**config.mk**
```make
export PLATFORM = sky130hd
export DESIGN_NAME = mpa_arbiter
export DESIGN_NICKNAME = d
export VERILOG_FILES = /design/src/include/mpa_pkg.sv /design/src/logic/mpa_arbiter.sv
export SDC_FILE = /design/constraint.sdc
export NUM_CORES = 1
export LEC_CHECK = 0
export ABC_AREA = 1
export BUFFER_PORTS_ARGS = -buffer_cell sky130_fd_sc_hd__buf_4
export CORE_ASPECT_RATIO = 2
export CORE_MARGIN = 5
export CORE_UTILIZATION = 51
export CTS_CLUSTER_SIZE = 14
export DETAILED_ROUTE_END_ITERATION = 10
export GPL_ROUTABILITY_DRIVEN = 0
export GPL_TIMING_DRIVEN = 0
export PLACE_DENSITY = 0.76
export SLEW_MARGIN = 20
export SYNTH_ARGS = -nofsm -noshare
export SYNTH_HDL_FRONTEND = slang
export SYNTH_SLANG_ARGS = --single-unit
```
**constraint.sdc**
```tcl
create_clock -name clk_in -period 2.2 [get_ports clk_in]
set_input_delay 0.55 -clock clk_in [delete_from_list [all_inputs] [get_ports clk_in]]
set_output_delay 0.55 -clock clk_in [all_outputs]
set_load 0.05 [all_outputs]
```
**src/include/mpa_pkg.sv**
```systemverilog
`default_nettype none
package mpa_pkg;
  localparam int NUM_PORTS = 4;
  localparam int ADDR_W = 16;
  localparam int DATA_W = 17;
  localparam int CLK_PERIOD_NS = 25;
  // Release pulse nominal width
  localparam int RELEASE_WIDTH_NS = 260;
  localparam int RELEASE_CYC = (RELEASE_WIDTH_NS + CLK_PERIOD_NS - 1) / CLK_PERIOD_NS;
  // Core cycle length, release to next grant
  localparam int CORE_CYCLE_NS = 600;
  localparam int CORE_CYC = (CORE_CYCLE_NS + CLK_PERIOD_NS - 1) / CLK_PERIOD_NS;
  localparam logic [7:0] RELEASE_CNT = 8'(RELEASE_CYC);
  localparam logic [7:0] CORE_CNT = 8'(CORE_CYC);
  localparam logic [3:0] MASK_NONE = 4'h0;
  localparam logic [15:0] WORD_RESET = 16'h0000;
  typedef enum logic [1:0] {
    MPA_IDLE = 2'b00,
    MPA_RELEASE = 2'b01,
    MPA_RECOVER = 2'b11
  } mpa_state_e;
endpackage
`default_nettype wire

```
**src/logic/mpa_arbiter.sv**
```systemverilog
// Behaviour
// - Every write stores a full word plus its parity bit; no partial writes.
// - Static selector picks normal fair mode or straight fixed-priority mode.
// - Normal mode serves a simultaneous group highest first, all before newcomers.
// - Straight mode always grants the highest-priority requesting port.
// - A disabled port's requests are ignored entirely.
// - Idle module returns release at the nominal point of its cycle.
// - Busy module delays release to a later clock period.
// - Nonexistent address gives no address-here and never a release.
`timescale 1ns/1ps
`default_nettype none
module mpa_arbiter (
  // Clock and reset
  input wire logic clk_in,
  input wire logic nrst_in,
  // Static selectors
  input wire logic straight_priority_in,
  input wire logic [3:0] port_disable_in,
  // Per-port requests (port 0 highest priority)
  input wire logic [3:0] memory_request_in,
  input wire logic [15:0] word_address_lines_in [4],
  input wire logic [3:0] read_write_select_in,
  input wire logic [16:0] write_data_with_parity_in [4],
  // Address window of existing memory, in words
  input wire logic [15:0] memory_top_in,
  // Per-port answers
  output logic [3:0] address_here_response_out,
  output logic [3:0] request_release_out,
  output logic [16:0] read_data_with_parity_out,
  // Core array access
  output logic core_write_out,
  output logic core_read_out,
  output logic [15:0] core_address_out,
  output logic [16:0] core_write_data_out,
  input wire logic [16:0] core_read_data_in
);
  // ----------------------------------------
  // Input synchronisers
  // ----------------------------------------
  logic [3:0] req_meta, req_sync, dis_meta, dis_sync;
  logic mode_meta, mode_sync;
  logic [3:0] rw_meta, rw_sync;
  logic [15:0] top_meta, top_sync;
  logic [15:0] addr_meta [4];
  logic [15:0] addr_sync [4];
  logic [16:0] wdata_meta [4];
  logic [16:0] wdata_sync [4];
  always_ff @(posedge clk_in) begin
    if (!nrst_in) begin
      req_meta <= mpa_pkg::MASK_NONE;
      req_sync <= mpa_pkg::MASK_NONE;
      dis_meta <= mpa_pkg::MASK_NONE;
      dis_sync <= mpa_pkg::MASK_NONE;
      mode_meta <= 1'b0;
      mode_sync <= 1'b0;
      rw_meta <= mpa_pkg::MASK_NONE;
      rw_sync <= mpa_pkg::MASK_NONE;
      top_meta <= mpa_pkg::WORD_RESET;
      top_sync <= mpa_pkg::WORD_RESET;
      for (int i = 0; i < 4; i++) begin
        addr_meta[i] <= mpa_pkg::WORD_RESET;
        addr_sync[i] <= mpa_pkg::WORD_RESET;
        wdata_meta[i] <= {1'b0, mpa_pkg::WORD_RESET};
        wdata_sync[i] <= {1'b0, mpa_pkg::WORD_RESET};
      end
    end else begin
      req_meta <= memory_request_in;
      req_sync <= req_meta;
      dis_meta <= port_disable_in;
      dis_sync <= dis_meta;
      mode_meta <= straight_priority_in;
      mode_sync <= mode_meta;
      rw_meta <= read_write_select_in;
      rw_sync <= rw_meta;
      top_meta <= memory_top_in;
      top_sync <= top_meta;
      for (int i = 0; i < 4; i++) begin
        addr_meta[i] <= word_address_lines_in[i];
        addr_sync[i] <= addr_meta[i];
        wdata_meta[i] <= write_data_with_parity_in[i];
        wdata_sync[i] <= wdata_meta[i];
      end
    end
  end

  // ----------------------------------------
  // Address decode per port
  // ----------------------------------------
  // Address passes the same two flops as the request, so both line up
  logic [3:0] live, exists;
  genvar gi;
  generate
    for (gi = 0; gi < 4; gi++) begin : g_port
      assign exists[gi] = addr_sync[gi] <= top_sync;
      assign live[gi] = req_sync[gi] & ~dis_sync[gi] & exists[gi];
    end
  endgenerate

  // ----------------------------------------
  // Arbitration state
  // ----------------------------------------
  mpa_pkg::mpa_state_e state, next_state;
  logic [3:0] group, next_group, grant, next_grant;
  logic [7:0] cnt, next_cnt;
  logic [3:0] release_r, next_release;
  logic [3:0] here, next_here;
  logic [16:0] rdata, next_rdata;
  logic cwr, next_cwr, crd, next_crd;
  logic [15:0] caddr, next_caddr;
  logic [16:0] cwdata, next_cwdata;
  logic [3:0] pool, pick;

  always_comb begin
    // Normal mode draws only from the frozen group until it drains
    if (mode_sync)
      pool = live;
    else if ((live & group) != mpa_pkg::MASK_NONE)
      pool = live & group;
    else
      pool = live;
    pick = pool & (~pool + 4'h1); // lowest index wins
  end

  always_comb begin
    next_state = state;
    next_group = group;
    next_grant = grant;
    next_cnt = cnt;
    next_release = mpa_pkg::MASK_NONE;
    next_here = live;
    next_rdata = rdata;
    next_cwr = 1'b0;
    next_crd = 1'b0;
    next_caddr = caddr;
    next_cwdata = cwdata;
    case (state)
      mpa_pkg::MPA_IDLE: begin
        next_rdata = {1'b0, mpa_pkg::WORD_RESET};
        if (pick != mpa_pkg::MASK_NONE) begin
          // Grant latched; release comes at the nominal point of this cycle
          next_grant = pick;
          // Withdrawn members leave the group, so an abort cannot stall it
          if (!mode_sync && (live & group) == mpa_pkg::MASK_NONE)
            next_group = live & ~pick;
          else
            next_group = group & live & ~pick;
          next_state = mpa_pkg::MPA_RELEASE;
          next_cnt = mpa_pkg::RELEASE_CNT;
          for (int i = 0; i < 4; i++) begin
            if (pick[i]) begin
              next_caddr = addr_sync[i];
              next_cwdata = wdata_sync[i];
              next_cwr = ~rw_sync[i];
              next_crd = rw_sync[i];
            end
          end
        end
      end
      mpa_pkg::MPA_RELEASE: begin
        next_release = grant;
        if (cnt == mpa_pkg::RELEASE_CNT)
          next_rdata = core_read_data_in;
        next_cnt = cnt - 8'h01;
        if (cnt == 8'h01) begin
          // Release stands on the last count too, giving the full width
          next_state = mpa_pkg::MPA_RECOVER;
          next_cnt = mpa_pkg::CORE_CNT - mpa_pkg::RELEASE_CNT;
        end
      end
      mpa_pkg::MPA_RECOVER: begin
        // Others wait here, so a busy module releases them later
        next_cnt = cnt - 8'h01;
        if (cnt == 8'h01) begin
          next_state = mpa_pkg::MPA_IDLE;
          next_grant = mpa_pkg::MASK_NONE;
        end
      end
      default: begin
        next_state = mpa_pkg::MPA_IDLE;
        next_grant = mpa_pkg::MASK_NONE;
      end
    endcase
  end

  always_ff @(posedge clk_in) begin
    if (!nrst_in) begin
      state <= mpa_pkg::MPA_IDLE;
      group <= mpa_pkg::MASK_NONE;
      grant <= mpa_pkg::MASK_NONE;
      cnt <= 8'h00;
      release_r <= mpa_pkg::MASK_NONE;
      here <= mpa_pkg::MASK_NONE;
      rdata <= 17'h00000;
      cwr <= 1'b0;
      crd <= 1'b0;
      caddr <= 16'h0000;
      cwdata <= 17'h00000;
    end else begin
      state <= next_state;
      group <= next_group;
      grant <= next_grant;
      cnt <= next_cnt;
      release_r <= next_release;
      here <= next_here;
      rdata <= next_rdata;
      cwr <= next_cwr;
      crd <= next_crd;
      caddr <= next_caddr;
      cwdata <= next_cwdata;
    end
  end

  assign address_here_response_out = here;
  assign request_release_out = release_r;
  assign read_data_with_parity_out = rdata;
  assign core_write_out = cwr;
  assign core_read_out = crd;
  assign core_address_out = caddr;
  assign core_write_data_out = cwdata;
endmodule
`default_nettype wire

```
==> summary.txt <==
STA
  – Final Hold Vio Count: 0
  – Crit share post-route: 1.29
  – Worst slew pin tran: 0.892 ns
  – Final Max Slew Viols: 0
  – Final setup viols: 52
  – Final Skew: 0.0308 ns
  – Final Critical Period: 2.84 ns
  – Max Clock Freq: 0.352 GHz
  – Worst hold slack: 0.182 ns
  – RSZ-0062 raised after global routing: yes
  – Rel. slew slack: 0.405
  – Setup TNS Final: -27.82 ns
  – Post-route setup slack: -0.639 ns

Floorplan
  – Core Region: 29400 um^2
  – Die Wd: 132 um
  – Initial Util: 0.513
  – Die area: 33300 um^2
  – Die Ht: 253 um
  – Row count: 89
  – IO Pins: 240

Power
  – Clk pwr share: 0.348
  – P_leak: 11.2 nW
  – Cell Int Power: 11.9 mW
  – Worst vdd ir: 0.000599 V
  – Combinational share of power: 0.169
  – Net Sw Frac: 0.276
  – Net Switching: 4.53 mW
  – Power per standard cell area: 841 nW/um^2
  – Power share of the sequential group: 0.482

Outcome
  – Failing checks: negative setup slack
  – Outcome: finished, violations left

CTS
  – Clk root buf: clkbuf_16
  – Clock slew at reported path FFs: 0.06 ns
  – CTS Hold Bufs: 0
  – CTS tree: built
  – Clock Path Buffers: 3
  – Clk_lat worst skew: 0.55 ns
  – Cts bufs inserted: 35
  – H-tree Lvls: 2
  – CTS sink count: 400

Yosys
  – Synth cell types: 38
  – Avg Cell Area, Syn: 7.79 um^2
  – Syn Std Cell Area: 15100 um^2
  – Syn Inst Count: 1936
  – Synth Register Bits: 400
  – Top_reg_cell synth: dfxtp_1
  – Async S/R FF share, synth: 0
  – Post-synth net total: 2183
  – Synth warnings: 0
  – Post-synth EDFFs: 0
  – Sequential share of the synthesized area: 0.531

Final layout
  – Finished Core Util: 0.663
  – N_diodes: 0
  – Layout fillers: 2430
  – Layout cells sized above 1: 0.218
  – Synth-to-Final Area Change: 29.2%
  – Nets: 2486
  – Reg area: 8020 um^2
  – Finished Layout Cells: 2616
  – Area of the multi-input gates: 5770 um^2

Critical path
  – Slowest-stage cell, CP: dfxtp_2
  – Worst setup startpoint: top_sync[11]
  – CP cell instances: inv_6 > ha_4 > nand4_1 > nor3_4 > nand2_1 > nand2_2 > nand2_4 > nand3_4 > nand2_4 > o21ai_2 > nand2_4 > buf_4 > nand3_4 > buf_4 > nand3_1 > nand3_1 > nand2_1 > nand2_1
  – R2R setup slack: -0.64 ns
  – Critical Path RT: 2.69 ns
  – Crit-path max cell delay: 0.36 ns
  – Critical path type: register to register
  – Worst Setup End Kind: register
  – Startpoint types: register
  – Crit path max fanout: 10
  – Top delay family on crit path: simple AND/OR/NAND/NOR gates
  – WP data arrival: 3.33 ns
  – WP buf/inv: 3
  – Reg2reg start: top_sync[11]

Hold path
  – Hold wc startpoint: write_data_with_parity_in[43]
  – HP Class: input port to register

Placement
  – Placed Cells: 2538
  – Post-DP HPWL: 29900 um
  – Post-Place Setup Slack: -0.857 ns
  – IO buf count: 238

Drt
  – Vias per std cell: 4.83
  – DR WL/cell: 15.6 um
  – Via count: 12.6k
  – DR pass1 iterations: 6
  – Starting DRT DRC Count: 788
  – Residual DRC count: 0
  – Drt total wl: 40800 um
  – ANT nets after route: 0

Global route
  – Global-route wire length before repair: 62800 um
  – Vias in the first global route: 12.6k
  – Initial antenna violation count: 0
  – Remaining Overflow, GRT: 0
  – Largest net degree at the start of global routing: 15
  – All-layer global routing usage: 0.238

Job
  – Max cap viols: 0
[layout make-up]
cell class | count | share of cell area
sequential | 400 | 0.412
multi-input combinational | 1040 | 0.296
timing repair buffer | 267 | 0.109
inverter | 422 | 0.0826
clock buffer | 46 | 0.0501
buffer | 73 | 0.0249
tap | 364 | 0.0234
clock inverter | 4 | 0.00308
[registers in the layout (all words and copies together), names as in the netlist, 8 cells and up]
register,cells
core_write_data_out,17
addr_sync,64
cnt,8
wdata_sync,68
top_meta,16
addr_meta,64
read_data_with_parity_out,17
core_address_out,16
top_sync,16
wdata_meta,68
[through the flow]
stage	area (um^2)	power, mW
floorplan	15200	9.55
global placement	17500	10.3
detailed placement	17500	10.4
CTS	19200	16.4
global route	19500	17.1
finish	19500	16.4
[layout by cell type, fill, tap and decap left out, drive strengths merged]
cell / synthesis / layout
a21o: 2 / 2
a21oi: 61 / 61
a22oi: 1 / 1
buf: 28 / 293
bufbuf: 0 / 2
clkbuf: 46 / 91
clkinv: 1 / 4
dfxtp: 400 / 400
ha: 67 / 67
inv: 421 / 422
nand2: 598 / 598
nand3: 124 / 124
nand3b: 32 / 32
nand4: 6 / 6
nor2: 115 / 115
nor3: 6 / 6
nor4: 1 / 1
o21a: 2 / 2
o21ai: 13 / 13
o21bai: 4 / 4
o22ai: 1 / 1
or2: 1 / 1
xnor2: 1 / 1
xor2: 5 / 5
[Yosys cell counts, drive strengths merged (2+ instances only)]
cell | count | area share
nand2 | 598 | 0.15
inv | 421 | 0.10
dfxtp | 400 | 0.53
nand3 | 124 | 0.046
nor2 | 115 | 0.030
ha | 67 | 0.056
a21oi | 61 | 0.020
clkbuf | 46 | 0.011
nand3b | 32 | 0.016
buf | 28 | 0.013
o21ai | 13 | 0.0051
nand4 | 6 | 0.0035
nor3 | 6 | 0.0020
xor2 | 5 | 0.0029
o21bai | 4 | 0.0027
a21o | 2 | 0.0010
o21a | 2 | 0.0010
[power groups by stage]
stage	Combinational, mW	Clock (mW)	Sequential, mW
global route	3.05	6.09	7.93
global placement	2.30	0	8.02
CTS	2.63	5.84	7.89
floorplan	1.42	0	8.13
finish	2.77	5.71	7.90
detailed placement	2.39	0	8.04
[final timing paths]
| path | to | depth (start not counted) |
|---|---|---|
| max | core_write_data_out[9] | 18 |
| min | wdata_meta[1][9] | 3 |
| max reg2reg | core_write_data_out[9] | 18 |
| min reg2reg | addr_sync[1][2] | 2 |
[per-layer routing]
metal / vias up / share of wire / GRT usage / routed length, um
met2: 474 / 0.53 / 0.450 / 21700
met4: 0 / 0.066 / 0.143 / 2670
li1: 6295 / - / - / -
met1: 5716 / 0.34 / 0.237 / 14100
met5: - / 0 / 0 / 0
met3: 142 / 0.057 / 0.0451 / 2320
[kinds of logic after synthesis]
group | Yosys count | synth area share
simple gates | 883 | 0.250
flops | 400 | 0.531
fa+ha+maj | 67 | 0.0556
xor+xnor | 6 | 0.00349
compound gates | 84 | 0.0310
buf+inv | 496 | 0.129
[timing repair]
action,CTS,global route
setup buffers,19,5
gates cloned,5,0
gates resized for setup,106,59
pin swaps,33,25
setup endpoints to repair,62,62
[tightest hold or removal path, stage by stage]
cell	delay (ns)
buf_4	0.07
nand2_1	0.04
inv_1	0.04
(Power assumes the default switching activity.)
